**src/device_summary_status_defs.svh**
```systemverilog
// Offsets, field positions, reset values and timing counts for the device status block.
// Assumes a 10 MHz primary clock and a single synchronous reset domain.
`ifndef DEVICE_SUMMARY_STATUS_DEFS_SVH
`define DEVICE_SUMMARY_STATUS_DEFS_SVH

`define SUMMARY_STATUS_ADDR   8'h01
`define SUPPLY_STATUS_ADDR    8'h02
`define MEMTHERM_STATUS_ADDR  8'h03
`define LINKFAULT_STATUS_ADDR 8'h04

`define SUM_CH0_BIT     7
`define SUM_CH1_BIT     6
`define SUM_LINK_BIT    5
`define SUM_MEMT_BIT    4
`define SUM_SUPPLY_BIT  3
`define SUM_TEST_BIT    2
`define SUM_RESET_BIT   1
`define SUM_INIT_BIT    0

`define SUP_BUF_LOW_BIT   7
`define SUP_BUS_LOW_BIT   6
`define SUP_BUF_HIGH_BIT  5
`define SUP_ANA_REG_BIT   3
`define SUP_DIG_REG_BIT   2
`define SUP_OTP_REG_BIT   1
`define SUP_CONT_BIT      0

`define SUPPLY_RESET_VALUE 8'h00
`define CFG1_WATCH_MASK    8'hFC
`define CFG3_WATCH_MASK    8'h03

`define TICK_PERIOD_NS     100000
`define CLK_PERIOD_NS      100
`define TICK_CYCLES        (`TICK_PERIOD_NS / `CLK_PERIOD_NS)
`define RECOVERY_TICKS     16'h0014
`define DATA_VALID_US      1000
`define DATA_VALID_CYCLES  ((`DATA_VALID_US * 1000) / `CLK_PERIOD_NS)

`endif

```
**src/device_summary_status_pkg.sv**
```systemverilog
// Types shared by the device status block.
// Assumes the constants header is included by each design file.
package device_summary_status_pkg;
    typedef enum logic [2:0] {
        IF_DSI3_A = 3'h0,
        IF_PSI5_A = 3'h1,
        IF_SPI_A  = 3'h2,
        IF_SPI_B  = 3'h3,
        IF_DSI3_B = 3'h4,
        IF_PSI5_B = 3'h5,
        IF_I2C_A  = 3'h6,
        IF_I2C_B  = 3'h7
    } iface_e;

    typedef struct packed {
        logic [3:0] chan_zero_dsp_status;
        logic [3:0] chan_one_dsp_status;
        logic [1:0] link_fault_status;
        logic [5:0] memory_thermal_status;
    } status_in_s;

    typedef struct packed {
        logic buffer_supply_low;
        logic bus_input_low;
        logic buffer_supply_high;
        logic analog_regulator_range_fault;
        logic digital_regulator_range_fault;
        logic otp_regulator_range_fault;
        logic perimeter_continuity_fault;
    } supply_mon_s;

    typedef struct packed {
        logic       rd_strobe;
        logic [7:0] rd_addr;
        logic       tx_report_supply;
        logic       tx_report_reset;
        logic       tx_done;
    } host_req_s;
endpackage

```
**src/device_status_supply_monitor.sv**
```systemverilog
// Device status and supply monitor: summary flags, supply faults and response gating.
// Assumes monitor and DSP inputs are asynchronous pins; host requests are on CLK.
`include "device_summary_status_defs.svh"
// Overview of operation
// [RULE1] Channel zero flag ORs its DSP faults.
// [RULE2] Channel one flag ORs its DSP faults.
// [RULE3] Link flag ORs mismatch and oscillator faults.
// [RULE4] Memory thermal flag ORs six status bits.
// [RULE5] Supply flag ORs all seven supply faults.
// [RULE6] One timer reloads while any supply fault.
// [RULE7] Timer counts down per tick, holds zero.
// [RULE8] DSI3/SPI: silent, then one error response.
// [RULE9] DSI3/SPI clear on read/report after expiry.
// [RULE10] PSI5: suppress while timer runs, autoclear.
// [RULE11] I2C: silent until expiry, read clears.
// [RULE12] Disable set: suppress then autoclear DSI3/SPI.
// [RULE13] Test flag set in test mode.
// [RULE14] Reset flag cleared by read or report.
// [RULE15] Init flag after reset or config change.
// [RULE16] Buffer low fault sets and feeds timer.
// [RULE17] Bus input low fault sets, feeds timer.
// [RULE18] Buffer high fault sets and feeds timer.
// [RULE19] Status registers read-only in every mode.
// [RULE20] Recovery time is a configurable reload constant.
module device_status_supply_monitor
    import device_summary_status_pkg::*;
#(
    parameter int          TICK_CYCLES  = `TICK_CYCLES,
    parameter logic [15:0] RECOVERY     = `RECOVERY_TICKS,
    parameter int          VALID_CYCLES = `DATA_VALID_CYCLES
) (
    input  wire logic                     CLK,
    input  wire logic                     RESET,
    input  wire device_summary_status_pkg::status_in_s  STATUS_IN,
    input  wire device_summary_status_pkg::supply_mon_s SUPPLY_MON,
    input  wire logic                     TEST_MODE_ENTER,
    input  wire logic                     TEST_MODE_EXIT,
    input  wire logic                     SUPPLY_AUTOCLEAR_SELECT,
    input  wire device_summary_status_pkg::iface_e      INTERFACE_TYPE_SELECT,
    input  wire logic [7:0]               CHAN_USER_CONFIG_ONE,
    input  wire logic [7:0]               CHAN_USER_CONFIG_THREE,
    input  wire device_summary_status_pkg::host_req_s   HOST_REQ,
    output logic [7:0]                    RD_DATA,
    output logic                          RD_VALID,
    output logic                          RESPONSE_ENABLE,
    output logic                          SEND_ERROR_CODE,
    output logic [7:0]                    SUMMARY_STATUS,
    output logic [7:0]                    SUPPLY_STATUS
);
    import device_summary_status_pkg::*;

    status_in_s  st_meta_q;
    status_in_s  st_q;
    supply_mon_s mon_meta_q;
    supply_mon_s mon_q;
    logic [7:0]  supply_q;
    logic [7:0]  supply_d;
    logic        reset_flag_q;
    logic        test_q;
    logic        err_pending_q;
    logic        resp_q;
    logic        errcode_q;
    logic [7:0]  rd_data_q;
    logic        rd_valid_q;
    logic [7:0]  summary_q;
    logic        was_expired_q;
    logic        expired;
    logic        init_busy;

    function automatic logic is_psi5(input iface_e t);
        return (t == IF_PSI5_A) || (t == IF_PSI5_B);
    endfunction
    function automatic logic is_i2c(input iface_e t);
        return (t == IF_I2C_A) || (t == IF_I2C_B);
    endfunction

    // Monitor and DSP status pins are asynchronous, so both pass two flops first.
    always_ff @(posedge CLK) begin
        if (RESET) begin
            st_meta_q  <= '0;
            st_q       <= '0;
            mon_meta_q <= '0;
            mon_q      <= '0;
        end else begin
            st_meta_q  <= STATUS_IN;
            st_q       <= st_meta_q;
            mon_meta_q <= SUPPLY_MON;
            mon_q      <= mon_meta_q;
        end
    end

    // [RULE16] [RULE17] [RULE18] Live supply faults.
    wire [7:0] fault_now = {mon_q.buffer_supply_low, mon_q.bus_input_low, mon_q.buffer_supply_high, 1'b0,
                            mon_q.analog_regulator_range_fault, mon_q.digital_regulator_range_fault,
                            mon_q.otp_regulator_range_fault, mon_q.perimeter_continuity_fault};
    wire       fault_any = (fault_now != 8'h00);

    recovery_timer #(
        .TICK_CYCLES (TICK_CYCLES),
        .RELOAD      (RECOVERY)
    ) u_timer (
        .clk           (CLK),
        .reset         (RESET),
        .fault_present (fault_any),
        .expired       (expired)
    );

    init_tracker #(
        .VALID_CYCLES (VALID_CYCLES)
    ) u_init (
        .clk       (CLK),
        .reset     (RESET),
        .cfg_one   (CHAN_USER_CONFIG_ONE),
        .cfg_three (CHAN_USER_CONFIG_THREE),
        .init_busy (init_busy)
    );

    wire psi5       = is_psi5(INTERFACE_TYPE_SELECT);
    wire i2c        = is_i2c(INTERFACE_TYPE_SELECT);
    wire dsi_spi    = !psi5 && !i2c;
    wire auto_clear = psi5 || (dsi_spi && SUPPLY_AUTOCLEAR_SELECT);
    wire rd_sum     = HOST_REQ.rd_strobe && (HOST_REQ.rd_addr == `SUMMARY_STATUS_ADDR);
    wire rd_sup     = HOST_REQ.rd_strobe && (HOST_REQ.rd_addr == `SUPPLY_STATUS_ADDR);
    wire supply_any = (supply_q != 8'h00);

    // [RULE9] [RULE11] Host clear after expiry.
    wire host_clear = !auto_clear && expired &&
                      (rd_sup || (dsi_spi && HOST_REQ.tx_report_supply && HOST_REQ.tx_done));
    // [RULE10] [RULE12] Automatic clear at expiry.
    wire auto_clr   = auto_clear && expired;
    // A fault that is still present sets the bit again, so set wins over clear.
    assign supply_d = ((host_clear || auto_clr) ? 8'h00 : supply_q) | fault_now;

    // [RULE1] [RULE2] [RULE3] [RULE4] [RULE5] Summary ORs.
    wire [7:0] summary = {|st_q.chan_zero_dsp_status, |st_q.chan_one_dsp_status, |st_q.link_fault_status,
                          |st_q.memory_thermal_status, supply_any, test_q, reset_flag_q, init_busy};

    // [RULE19] Read-only decode.
    wire [7:0] rd_mux = (HOST_REQ.rd_addr == `SUMMARY_STATUS_ADDR)   ? summary :
                        (HOST_REQ.rd_addr == `SUPPLY_STATUS_ADDR)    ? supply_q :
                        (HOST_REQ.rd_addr == `MEMTHERM_STATUS_ADDR)  ? {st_q.memory_thermal_status, 2'b00} :
                        (HOST_REQ.rd_addr == `LINKFAULT_STATUS_ADDR) ? {st_q.link_fault_status, 6'h00} :
                        8'h00;

    // [RULE8] [RULE10] [RULE11] [RULE12] Response gate.
    wire resp_d = !(supply_any && !expired) && !(auto_clear && supply_any);

    always_ff @(posedge CLK) begin
        if (RESET) begin
            supply_q <= `SUPPLY_RESET_VALUE;
        end else begin
            supply_q <= supply_d;
        end
    end

    // [RULE14] Reset flag clear.
    always_ff @(posedge CLK) begin
        if (RESET) begin
            reset_flag_q <= 1'b1;
        end else if (rd_sum || (HOST_REQ.tx_report_reset && HOST_REQ.tx_done)) begin
            reset_flag_q <= 1'b0;
        end
    end

    // [RULE13] Test flag, cleared only by reset or a test mode exit.
    always_ff @(posedge CLK) begin
        if (RESET) begin
            test_q <= 1'b0;
        end else if (TEST_MODE_ENTER) begin
            test_q <= 1'b1;
        end else if (TEST_MODE_EXIT) begin
            test_q <= 1'b0;
        end
    end

    // [RULE8] One error-code response after expiry.
    always_ff @(posedge CLK) begin
        if (RESET) begin
            was_expired_q <= 1'b1;
            err_pending_q <= 1'b0;
        end else begin
            was_expired_q <= expired;
            if (dsi_spi && !SUPPLY_AUTOCLEAR_SELECT && expired && !was_expired_q) begin
                err_pending_q <= 1'b1;
            end else if (HOST_REQ.tx_done) begin
                err_pending_q <= 1'b0;
            end
        end
    end

    always_ff @(posedge CLK) begin
        if (RESET) begin
            resp_q     <= 1'b1;
            errcode_q  <= 1'b0;
            rd_data_q  <= 8'h00;
            rd_valid_q <= 1'b0;
            summary_q  <= 8'h03;
        end else begin
            summary_q  <= summary;
            resp_q     <= resp_d;
            errcode_q  <= err_pending_q && !HOST_REQ.tx_done;
            rd_data_q  <= HOST_REQ.rd_strobe ? rd_mux : rd_data_q;
            rd_valid_q <= HOST_REQ.rd_strobe;
        end
    end

    assign RD_DATA         = rd_data_q;
    assign RD_VALID        = rd_valid_q;
    assign RESPONSE_ENABLE = resp_q;
    assign SEND_ERROR_CODE = errcode_q;
    assign SUMMARY_STATUS  = summary_q;
    assign SUPPLY_STATUS   = supply_q;

    a_supply_summary: assert property (@(posedge CLK) disable iff (RESET) // RULE5
        summary[`SUM_SUPPLY_BIT] == supply_any) else $error("Supply summary mismatch.");
    a_chan_zero_or: assert property (@(posedge CLK) disable iff (RESET) // RULE1
        summary[`SUM_CH0_BIT] == (st_q.chan_zero_dsp_status != 4'h0)) else $error("Channel zero flag wrong.");
    a_chan_one_or: assert property (@(posedge CLK) disable iff (RESET) // RULE2
        summary[`SUM_CH1_BIT] == (st_q.chan_one_dsp_status != 4'h0)) else $error("Channel one flag wrong.");
    a_link_or: assert property (@(posedge CLK) disable iff (RESET) // RULE3
        summary[`SUM_LINK_BIT] == (st_q.link_fault_status != 2'h0)) else $error("Link flag wrong.");
    a_memt_or: assert property (@(posedge CLK) disable iff (RESET) // RULE4
        summary[`SUM_MEMT_BIT] == (st_q.memory_thermal_status != 6'h00)) else $error("Memory flag wrong.");
    a_fault_latches: assert property (@(posedge CLK) disable iff (RESET) // RULE16
        fault_now[`SUP_BUF_LOW_BIT] |=> supply_q[`SUP_BUF_LOW_BIT]) else $error("Buffer low not latched.");
    a_no_early_clear: assert property (@(posedge CLK) disable iff (RESET) // RULE9
        (supply_any && !expired && !fault_any) |=> supply_any) else $error("Supply cleared before expiry.");
    a_silent_running: assert property (@(posedge CLK) disable iff (RESET) // RULE10
        (supply_any && !expired) |=> !resp_q) else $error("Response while timer runs.");
    a_reset_flag_read: assert property (@(posedge CLK) disable iff (RESET) // RULE14
        rd_sum |=> !reset_flag_q) else $error("Reset flag not cleared by read.");
    a_test_sets: assert property (@(posedge CLK) disable iff (RESET) // RULE13
        TEST_MODE_ENTER |=> test_q) else $error("Test flag not set.");
endmodule

```
**src/init_tracker.sv**
```systemverilog
// Tracks initialization after reset or a watched configuration change.
// Assumes configuration bytes come from registers on the same clock.
`include "device_summary_status_defs.svh"
module init_tracker #(
    parameter int VALID_CYCLES = `DATA_VALID_CYCLES
) (
    input  wire logic       clk,
    input  wire logic       reset,
    input  wire logic [7:0] cfg_one,
    input  wire logic [7:0] cfg_three,
    output logic            init_busy
);
    logic [7:0]  cfg1_q;
    logic [7:0]  cfg3_q;
    logic [31:0] wait_q;
    wire changed = (((cfg_one ^ cfg1_q) & `CFG1_WATCH_MASK) != 8'h00) ||
                   (((cfg_three ^ cfg3_q) & `CFG3_WATCH_MASK) != 8'h00);

    assign init_busy = (wait_q != 32'h0000_0000);

    // [RULE15] Restart on change.
    always_ff @(posedge clk) begin
        if (reset) begin
            cfg1_q <= 8'h00;
            cfg3_q <= 8'h00;
            wait_q <= 32'(VALID_CYCLES);
        end else begin
            cfg1_q <= cfg_one;
            cfg3_q <= cfg_three;
            wait_q <= changed ? 32'(VALID_CYCLES) : (init_busy ? wait_q - 32'h0000_0001 : wait_q);
        end
    end

    a_init_restart: assert property (@(posedge clk) disable iff (reset) // RULE15
        changed |=> init_busy) else $error("Init flag not raised on change.");
endmodule

```
**src/recovery_timer.sv**
```systemverilog
// Shared supply recovery countdown with its own tick prescaler.
// Assumes fault inputs are already synchronous to CLK.
`include "device_summary_status_defs.svh"
module recovery_timer #(
    parameter int          TICK_CYCLES = `TICK_CYCLES,
    parameter logic [15:0] RELOAD      = `RECOVERY_TICKS
) (
    input  wire logic        clk,
    input  wire logic        reset,
    input  wire logic        fault_present,
    output logic             expired
);
    logic [15:0] count_q;
    logic [15:0] count_d;
    logic [31:0] pre_q;
    wire         tick = (pre_q == 32'(TICK_CYCLES - 1));

    // [RULE6] [RULE20] Reload on fault.
    // [RULE7] Count down on ticks.
    assign count_d = fault_present ? RELOAD :
                     (tick && count_q != 16'h0000) ? count_q - 16'h0001 : count_q;
    assign expired = (count_q == 16'h0000);

    always_ff @(posedge clk) begin
        if (reset) begin
            count_q <= 16'h0000;
            pre_q   <= 32'h0000_0000;
        end else begin
            count_q <= count_d;
            pre_q   <= tick ? 32'h0000_0000 : pre_q + 32'h0000_0001;
        end
    end

    a_reload_on_fault: assert property (@(posedge clk) disable iff (reset) // RULE6
        fault_present |=> count_q == RELOAD) else $error("Timer not reloaded on fault.");
    a_hold_at_zero: assert property (@(posedge clk) disable iff (reset) // RULE7
        (!fault_present && count_q == 16'h0000) |=> count_q == 16'h0000) else $error("Timer left zero.");
endmodule

```
**config.mk**
```make
export PLATFORM = sky130hd
export DESIGN_NAME = device_status_supply_monitor
export DESIGN_NICKNAME = d
export VERILOG_FILES = /design/src/device_summary_status_pkg.sv /design/src/device_status_supply_monitor.sv /design/src/init_tracker.sv /design/src/recovery_timer.sv
export VERILOG_INCLUDE_DIRS = /design/src
export SDC_FILE = /design/constraint.sdc
export NUM_CORES = 1
export LEC_CHECK = 0
export BUFFER_PORTS_ARGS = -buffer_cell sky130_fd_sc_hd__buf_4
export CAP_MARGIN = 15
export CORE_MARGIN = 4
export CORE_UTILIZATION = 40
export DETAILED_ROUTE_END_ITERATION = 10
export GPL_ROUTABILITY_DRIVEN = 0
export PLACE_DENSITY_LB_ADDON = 0.3
export SLEW_MARGIN = 15
export SYNTH_ARGS = -nofsm -noshare
export SYNTH_HDL_FRONTEND = slang
export SYNTH_HIERARCHICAL = 1
export SYNTH_SLANG_ARGS = --single-unit
export TNS_END_PERCENT = 30
```
**constraint.sdc**
```tcl
create_clock -name CLK -period 4.1 [get_ports CLK]
set_input_delay 0.82 -clock CLK [delete_from_list [all_inputs] [get_ports CLK]]
set_output_delay 0.82 -clock CLK [all_outputs]
set_load 0.01 [all_outputs]
```
==> results.json, run 1 <==
{
  "grt_usage_pct": 15.5,
  "post-route-min-period_ns": 2.59,
  "fin_skew_ns": 0.0108,
  "power_frac_seq_pct": 47.7,
  "end_kind": "flop",
  "timing.rr.end": "u_init/wait_q[13]",
  "cp-start-kind": "flop",
  "antenna_found_initial": 1,
  "dp_hpwl_um": 9410,
  "cts-buffers-inserted": 17,
  "outcome": "completed",
  "seq_area_frac_synth_pct": 49.0,
  "postCtsSetupRepairBufs": 0,
  "grt_first_pass_wirelength_um": 23500,
  "p_clk_share_pct": 46.3,
  "whs_path_depth": 1,
  "portBuffers": 76,
  "core_area_sq_um": 16500,
  "htree_levels": 4,
  "grt_pass1_vias": 4890,
  "holdBufCountCts": 0,
  "root_buffer": "clkbuf_16",
  "p_sw_w": 0.000909,
  "r2r_slack_ns": 1.51,
  "drtAntennaViolNets": 0,
  "areaGrowthSynthToFinish_pct": 20.5,
  "min_period_over_period_pct": 63.3,
  "grt_start_max_net_pins": 71,
  "maxCapViolations": 0,
  "reg2regPathDepth": 5,
  "intPower_w": 0.00258,
  "swShare_pct": 26.1,
  "cts_tree": "built",
  "synth_ff_type": "dfxtp_1",
  "insertion_delay_ns": 0.44,
  "synth_cell_types": 64,
  "finalHoldViolCount": 0,
  "report.final.slew_viol_count": 0,
  "leakagePower_nw": 2.92,
  "peakVddDrop_mv": 0.320,
  "cts_resized": 0,
  "worstMarginPinSlew_ns": 0.704,
  "rsz0062_at_grt": "false",
  "syn_nets": 782,
  "wl_per_cell_um": 13.5,
  "diodes": 0,
  "nets": 854,
  "synthArstFlopShare_pct": 0,
  "slew_headroom_pct": 53.1,
  "yosysWarnings": 6,
  "pre_cts_slack_ns": 1.31,
  "setup_slack_ns": 1.51,
  "synth_enable_flop_cells": 0,
  "clockBufferDepth": 2,
  "worstPathMaxFanout": 17,
  "ys_ff_latch": 164,
  "crit_arrival_ns": 2.91,
  "syn_area_sq_um": 6700,
  "setup_tns_ns": 0,
  "power_per_cell_area_nw_per_um2": 432,
  "initial_core_util_pct": 40.5,
  "mostFrequentLayoutCells": "dfxtp_1, buf_4, nor2_1",
  "setup_viol": 0,
  "vias": 5266,
  "cp.required_ns": 4.42,
  "layout-drive-gt1-share_pct": 18.0,
  "drt_iter0_markers": 333,
  "avgSynthCellArea_sq_um": 9.31,
  "drt-pass1-iter-count": 4,
  "overflow": 0,
  "core.rowCount": 47,
  "dieWidth_um": 137,
  "reg2reg_from": "u_init/wait_q[9]",
  "min_to": "fault_now[0]",
  "clk_pin_slew_worst_paths_ns": 0.07,
  "syn_inst": 720,
  "hold_path_class": "flop to flop",
  "die_area_sq_um": 18900,
  "power_frac_comb_pct": 6.0,
  "die_h_um": 137,
  "ios": 86,
  "max_freq_ghz": 0.386,
  "hp-start": "mon_meta_q[0]",
  "cts.sinks": 164,
  "final_common_cell": "dfxtp_1",
  "route.detailed.drc": 0,
  "crit_type": "flop to flop",
  "routed_wl_um": 13900,
  "via_per_inst": 5.14
}
## final cells by class
cell class / instances / area (sq um)
clock buffers: 17 / 425
fillers: 1575 / 8450
flip-flops and latches: 164 / 3280
multi-input cells: 510 / 3220
clock inverters: 15 / 199
inverters: 18 / 67.6
repair buffers: 81 / 608
well taps: 220 / 275
## cells in the mapped netlist, types with 3 or more instances
master     number  area share [%]
xor2_1         12             1.6
o22ai_1         4            0.37
or4_4           3            0.50
buf_2           5            0.37
and4_1          4            0.52
clkbuf_1       17            0.95
nor4b_1         5            0.65
o21ai_0        12            0.90
nand2b_1        5            0.47
nor4_1         19             1.8
or4_1          16             1.8
o2bb2ai_1       7            0.92
o21ai_1        12            0.90
a32o_1          3            0.45
and2_1          5            0.47
or3_1          30             2.8
a21oi_1        32             2.4
ha_1            3            0.56
dfxtp_1       164              49
nor3_1         21             1.6
or2_2           8            0.75
nand2_1        46             2.6
o211ai_1        8            0.90
nand4b_1        3            0.39
nor4_2          4            0.75
xnor2_1        33             4.3
inv_1          17            0.95
nand4_1        16             1.5
a31o_2          3            0.39
a211oi_1        3            0.34
nor2_1         64             3.6
nand3_1        19             1.4
nor2b_1        59             5.5
and3_1          8            0.75
o31ai_1         5            0.56
a22oi_1         6            0.67
## power groups by stage
stage | clock [W] | combinational (W) | sequential, W
4_1_cts | 0.00166 | 0.000212 | 0.00166
6_report | 0.00161 | 0.000210 | 0.00166
5_1_grt | 0.00173 | 0.000236 | 0.00167
2_1_floorplan | 0 | 0.000120 | 0.00170
3_5_place_dp | 0 | 0.000211 | 0.00170
3_3_place_gp | 0 | 0.000210 | 0.00170
## worst max-delay path by stage
stage,slack [ns],to,startpoint
after global routing,1.31,u_init/wait_q[19],u_init/wait_q[9]
after detailed placement,1.31,RD_DATA[4],RESET
after CTS,1.50,u_init/wait_q[13],u_init/wait_q[9]
final,1.51,u_init/wait_q[13],u_init/wait_q[9]
after global placement,1.33,RD_DATA[4],RESET
after floorplan,1.78,u_init/wait_q[9],u_init/wait_q[9]
## metrics by stage
stage	utilization [%]	area [sq um]	hold WS, ns	cells	total power [W]
after CTS	48.9	8070	0.438	1025	0.00354
final	48.9	8070	0.439	1025	0.00349
after floorplan	-	6700	0.413	720	0.00182
after global routing	48.9	8070	0.451	1025	0.00363
after global placement	45.1	7450	0.419	993	0.00191
after detailed placement	45.1	7450	0.420	993	0.00191
## registers in the layout, indices dropped and copies added (netlist names), 7 cells and up
| register | count |
|---|---|
| st_q | 16 |
| u_timer/count_q | 16 |
| SUMMARY_STATUS | 8 |
| fault_now | 7 |
| u_timer/pre_q | 32 |
| st_meta_q | 16 |
| u_init/wait_q | 32 |
| RD_DATA | 8 |
| SUPPLY_STATUS | 7 |
| mon_meta_q | 7 |
## per-layer routing
layer	vias up	wire, um	track usage (%)
met1	2428	6660	20.5
met2	94	6110	23.2
li1	2720	-	-
met5	-	10	0
met3	22	776	5.08
met4	2	304	6.54
## worst max-delay path: stages, from the launching register on
cell and delay [ns]:
dfxtp_1 0.34, or4_1 0.65, or4_4 0.61, o31ai_4 0.60
or3_1 0.20, nand3_1 0.07
## cell families after synthesis
| kind of cell | Yosys count | share of synthesized area (%) |
|---|---|---|
| AOI/OAI and AO/OA | 111 | 11.3 |
| xor gates and xnor gates | 45 | 5.88 |
| adders and majority gates | 3 | 0.560 |
| buffers and inverters | 46 | 3.01 |
| DFF | 164 | 49.0 |
| muxes | 4 | 0.635 |
| other | 1 | 0.0560 |
| and+or+nand+nor | 346 | 29.6 |
(Power assumes the default switching activity.)
==> run 2: changes to the inputs <==
==> constraint.sdc (replaced) <==
create_clock -name CLK -period 2.4 [get_ports CLK]
set_input_delay 0.48 -clock CLK [delete_from_list [all_inputs] [get_ports CLK]]
set_output_delay 0.48 -clock CLK [all_outputs]
set_load 0.01 [all_outputs]
==> run 2 against run 1 <==
Count of clock-buffer cells in the layout unchanged; sequential share of layout area down 0.75 points; cell area up 1.9%; via count down 0.65%; worst hold slack worse by 0.20 ns; global-route usage down 0.32 points; wire length up 0.81%; first-iteration DRC count down 1.5%; clock skew up 0.014 ns.
==> results.json, run 2 (synthesized netlist as in run 1, its figures left out) <==
{
  "initial_core_util_pct": 40.5,
  "peakVddDrop_mv": 0.520,
  "end_kind": "flop",
  "root_buffer": "clkbuf_16",
  "cp.required_ns": 2.71,
  "cts_resized": 0,
  "crit_type": "flop to flop",
  "maxUsedRoutingLayer": "met4",
  "areaGrowthSynthToFinish_pct": 22.8,
  "hold_path_class": "input port to flop",
  "final_core_util_pct": 49.8,
  "crit_arrival_ns": 2.61,
  "wl_per_cell_um": 13.4,
  "cts_tree": "built",
  "met1_length_um": 6740,
  "grt_usage_pct": 15.2,
  "worstPathMaxFanout": 12,
  "holdBufCountCts": 0,
  "dp_hpwl_um": 9720,
  "intPower_w": 0.00442,
  "swShare_pct": 26.3,
  "cts.sinks": 164,
  "portBuffers": 76,
  "reg2regPathDepth": 6,
  "nets": 869,
  "finalHoldViolCount": 0,
  "dr_wl_met2_um": 6270,
  "setup_viol": 0,
  "route.detailed.drc": 0,
  "worstMarginPinSlew_ns": 0.577,
  "cp-start-kind": "flop",
  "insertion_delay_ns": 0.44,
  "drtAntennaViolNets": 0,
  "power_frac_comb_pct": 6.1,
  "htree_levels": 4,
  "rsz0062_at_grt": "false",
  "min_period_over_period_pct": 95.6,
  "dieWidth_um": 137,
  "maxCapViolations": 0,
  "drt_iter0_markers": 328,
  "routed_wl_um": 14000,
  "drt-pass1-iter-count": 5,
  "report.final.slew_viol_count": 0,
  "core_area_sq_um": 16500,
  "power_frac_seq_pct": 47.4,
  "p_sw_w": 0.00157,
  "core.rowCount": 47,
  "via_per_inst": 5.03,
  "p_clk_share_pct": 46.6,
  "whs_path_depth": 3,
  "fin_skew_ns": 0.0251,
  "grt_first_pass_wirelength_um": 23000,
  "max_freq_ghz": 0.436,
  "post-route-min-period_ns": 2.29,
  "clockBufferDepth": 2,
  "die_area_sq_um": 18900,
  "ios": 86,
  "clk_pin_slew_worst_paths_ns": 0.08,
  "overflow": 0,
  "holdWs_ns": 0.235,
  "vias": 5232,
  "grt_pass1_vias": 4763,
  "top_regs": "u_init/wait_q x32, u_timer/pre_q x32",
  "leakagePower_nw": 3.01,
  "layout-drive-gt1-share_pct": 19.8,
  "mostFrequentLayoutCells": "dfxtp_1, buf_4, nor2_1",
  "outcome": "completed",
  "antenna_found_initial": 0,
  "setup_tns_ns": 0,
  "die_h_um": 137,
  "cts-buffers-inserted": 17,
  "slew_headroom_pct": 61.2,
  "final_common_cell": "dfxtp_1",
  "power_per_cell_area_nw_per_um2": 728,
  "postCtsSetupRepairBufs": 0,
  "route.met3.wl_um": 738,
  "grt_start_max_net_pins": 45
}
==> run 2: worst max-delay path: stages (launching register included) <==
cell and delay [ns]:
dfxtp_1 0.35, or4_4 0.58, or4_4 0.58, o31ai_4 0.24
buf_4 0.22, or3_1 0.13, a21oi_1 0.07
==> run 2: per-stage QoR <==
stage,setup WS (ns),instances,total power [W],cell area (sq um)
finish,0.106,1041,0.00599,8230
global route,0.0177,1040,0.00623,8220
CTS,0.0546,1040,0.00605,8210
detailed placement,0.0959,1008,0.00327,7590
global placement,0.105,1008,0.00327,7590
floorplan,0.0772,720,0.00310,6700
==> run 2: path summary, 6_finish.rpt <==
check	from	endpoint	slack (ns)
min	TEST_MODE_ENTER	test_q	0.23
min reg2reg	st_meta_q[10]	st_q[10]	0.44
max reg2reg	u_init/wait_q[9]	u_init/wait_q[29]	0.11
max	u_init/wait_q[9]	u_init/wait_q[29]	0.11
==> run 2: area by class of cell <==
class | count | area (sq um)
inverter | 18 | 67.6
clock buffer | 17 | 425
timing repair buffer | 96 | 746
fill | 1554 | 8300
tap | 220 | 275
clock inverter | 15 | 201
antenna | 1 | 2.50
multi-input combinational | 510 | 3220
sequential | 164 | 3280
==> run 2: per-layer routing <==
metal  GRT usage, %  up-vias
met5              0        -
met4           5.49        0
met3           4.86       12
met2           23.0       89
met1           20.3     2380
li1               -     2751
==> run 2: power by group through the flow <==
| stage | logic (W) | clock network [W] | registers [W] |
|---|---|---|---|
| 2_1_floorplan | 0.000204 | 0 | 0.00290 |
| 3_3_place_gp | 0.000363 | 0 | 0.00290 |
| 3_5_place_dp | 0.000367 | 0 | 0.00290 |
| 4_1_cts | 0.000369 | 0.00285 | 0.00284 |
| 5_1_grt | 0.000405 | 0.00298 | 0.00285 |
| 6_report | 0.000364 | 0.00279 | 0.00284 |
==> run 3: changes to the inputs <==
--- a/config.mk
+++ b/config.mk
@@ -8,6 +8,7 @@
 export LEC_CHECK = 0
 export BUFFER_PORTS_ARGS = -buffer_cell sky130_fd_sc_hd__buf_4
 export CAP_MARGIN = 15
+export CORE_ASPECT_RATIO = 0.75
 export CORE_MARGIN = 4
 export CORE_UTILIZATION = 40
 export DETAILED_ROUTE_END_ITERATION = 10
@@ -16,6 +17,5 @@
 export SLEW_MARGIN = 15
 export SYNTH_ARGS = -nofsm -noshare
 export SYNTH_HDL_FRONTEND = slang
-export SYNTH_HIERARCHICAL = 1
 export SYNTH_SLANG_ARGS = --single-unit
 export TNS_END_PERCENT = 30
==> run 3 against run 2 <==
Sequential power is essentially flat; total power decreased by 1.2%; count of clock-buffer cells in the layout stayed put; wire length up 5.3%; register-to-register slack got worse by 0.03 ns; sequential share of layout area fell by 0.59 points; global-route usage grew 0.70 points; area after synthesis fell by 0.11%; cell area grew 1.5%; clock power fell by 3%; via count up 3.2%; critical path type unchanged; largest cell class unchanged.
==> results.json, run 3 <==
{
  "final_common_cell": "dfxtp_1",
  "syn_nets": 795,
  "overflow": 0,
  "maxUsedRoutingLayer": "met4",
  "synth_most_common_cell": "dfxtp_1",
  "die_area_sq_um": 18900,
  "setup_viol": 0,
  "avgSynthCellArea_sq_um": 9.13,
  "fin_skew_ns": 0.0120,
  "initial_core_util_pct": 41.3,
  "core_area_sq_um": 16200,
  "areaGrowthSynthToFinish_pct": 24.7,
  "syn_inst": 733,
  "synthTopCellsByCount": "dfxtp_1, nor2_1, nor2b_1",
  "rsz0062_at_grt": "true",
  "synth_top_area_cell": "dfxtp_1",
  "post-route-min-period_ns": 2.32,
  "path_cells": "or4_4 > or3b_4 > or4_4 > or4_1 > a21oi_1",
  "syn_area_sq_um": 6690,
  "mostFrequentLayoutCells": "dfxtp_1, buf_4, nor2_1",
  "fin_cells": 1053,
  "cpMostUsedCell": "or4_4",
  "worstPathMaxFanout": 6,
  "outcome": "completed",
  "dp.cells": 1021,
  "synth_top_family_by_area": "simple AND/OR/NAND/NOR gates",
  "p_clk_share_pct": 46.0,
  "cp.required_ns": 2.75,
  "synth_top_area_share_pct": 49.1,
  "grt_first_pass_wirelength_um": 24500,
  "synth_enable_flop_cells": 0,
  "final_core_util_pct": 51.5,
  "maxCapViolations": 0,
  "power_frac_seq_pct": 47.8,
  "report.final.slew_viol_count": 0,
  "peakVddDrop_mv": 0.501,
  "synth_area_leaders": "dfxtp_1, nor2b_1, xnor2_1",
  "via_per_inst": 5.13,
  "end_kind": "flop",
  "synth_ff_type": "dfxtp_1",
  "yosys.area_share.simple_pct": 28.9,
  "diodes": 0,
  "drtAntennaViolNets": 0,
  "grt_pass1_vias": 4975,
  "dr_wl_met2_um": 6360,
  "root_buffer": "clkbuf_16",
  "intPower_w": 0.00440,
  "max_freq_ghz": 0.431,
  "crit_path_top_delay_cell": "or4_4",
  "crit_arrival_ns": 2.67,
  "cts.sinks": 164,
  "yosysWarnings": 0,
  "power_per_cell_area_nw_per_um2": 709,
  "postCtsSetupRepairBufs": 0,
  "min_period_over_period_pct": 96.7,
  "grt_start_max_net_pins": 71,
  "drt-pass1-iter-count": 4,
  "swShare_pct": 25.6,
  "multi_input_area_sq_um": 3250,
  "cp-start-kind": "flop",
  "hold_path_class": "input port to flop",
  "crit_type": "flop to flop",
  "dieWidth_um": 157,
  "layout-drive-gt1-share_pct": 21.7,
  "holdBufCountCts": 0,
  "antenna_found_initial": 0,
  "nets": 892,
  "ys_ff_latch": 164,
  "seq_area_frac_synth_pct": 49.1,
  "core.rowCount": 40,
  "synthAdderAreaFrac_pct": 0.561,
  "die_h_um": 120,
  "finalHoldViolCount": 0,
  "leakagePower_nw": 3.09,
  "p_sw_w": 0.00152,
  "htree_levels": 4,
  "vias": 5402,
  "worstMarginPinSlew_ns": 0.684,
  "clk_pin_slew_worst_paths_ns": 0.08,
  "cp_top_family": "simple AND/OR/NAND/NOR gates",
  "ios": 86,
  "dp_hpwl_um": 10000,
  "route.met3.wl_um": 774,
  "insertion_delay_ns": 0.43,
  "synth_compound_area_share_pct": 10.9,
  "top_regs": "u_init.wait_q x32, u_timer.pre_q x32",
  "grt_usage_pct": 15.9,
  "cts_tree": "built",
  "cp.buffers_inverters": 0,
  "drt_iter0_markers": 272,
  "wl_per_cell_um": 14.0,
  "synth-xor-area-share_pct": 5.76,
  "synthArstFlopShare_pct": 0,
  "cts-buffers-inserted": 17,
  "clockBufferDepth": 2,
  "met1_length_um": 7450,
  "seqCellArea_sq_um": 3280,
  "route.detailed.drc": 0,
  "power_frac_comb_pct": 6.2,
  "routed_wl_um": 14700,
  "synth_cell_types": 56,
  "cpPeakStageDelay_ns": 0.53,
  "synthMuxAreaShare_pct": 1.40,
  "portBuffers": 76,
  "nFillCells": 1520,
  "slew_headroom_pct": 54.4
}
-- run 3: changes by cell type after synthesis, sizes merged, moves of 7 or more --
cell,previous run,this run
nor2,64,72
o31ai,6,20
nand2,46,31
or4,19,32
or3,30,21
o2bb2ai,7,0
xor2,12,5
nand2b,5,15
nand4,16,8
a21oi,32,42
clkbuf,17,28
-- run 3: kinds of logic after synthesis --
kind of cell    Yosys count
simple gates            342
buf+inv                  55
compound gates          115
mux                       9
flops                   164
fa+ha+maj                 3
xor+xnor                 44
other cells               1
-- run 3: worst register-to-register path: stages, from the launching register on --
cell,delay [ns]
dfxtp_1,0.31
or4_4,0.53
or3b_4,0.43
or4_4,0.43
or4_1,0.40
a21oi_1,0.15
-- run 3: power by group through the flow --
stage                     registers (W)  logic (W)  clock network [W]
after global routing            0.00284   0.000406            0.00290
after global placement          0.00289   0.000359                  0
final                           0.00283   0.000366            0.00272
after detailed placement        0.00289   0.000362                  0
after floorplan                 0.00289   0.000191                  0
after CTS                       0.00283   0.000364            0.00280
-- run 3: layer usage --
layer  track usage [%]  vias up
met4              4.35        0
met3              4.29       12
met2              23.8      103
met5                 0        -
met1              22.5     2479
li1                  -     2808
-- run 3: stage by stage --
step                instance area (sq um)  setup slack, ns  TNS (ns)  power (W)  hold WS [ns]
detailed placement                   7680         -0.00682  -0.00682    0.00326         0.421
finish                               8350           0.0788         0    0.00592         0.250
CTS                                  8300          0.00946         0    0.00599         0.236
global route                         8350          -0.0169   -0.0394    0.00615         0.247
global placement                     7680          0.00902         0    0.00325         0.417
floorplan                            6690           0.0282         0    0.00308         0.414
-- run 3: path summary, 6_finish.rpt --
kind,from,cells past startpoint,end,slack (ns)
max,u_timer.count_q[2],5,u_timer.count_q[10],0.08
min,TEST_MODE_ENTER,3,test_q,0.25
max reg2reg,u_timer.count_q[2],5,u_timer.count_q[10],0.08
min reg2reg,st_meta_q[15],1,st_q[15],0.43
-- run 3: cell type report --
cell class,instances,area share [%]
sequential,164,39.3
multi-input combinational,514,38.9
timing repair buffer,115,10.5
clock buffer,17,5.10
tap,210,3.15
clock inverter,15,2.23
inverter,18,0.809
-- run 3: what timing repair did --
action,4_1_cts,5_1_grt
gates cloned,0,0
resized for setup,3,10
endpoints found under the setup margin,11,32
hold endpoints to repair,0,0
pin swaps,0,1
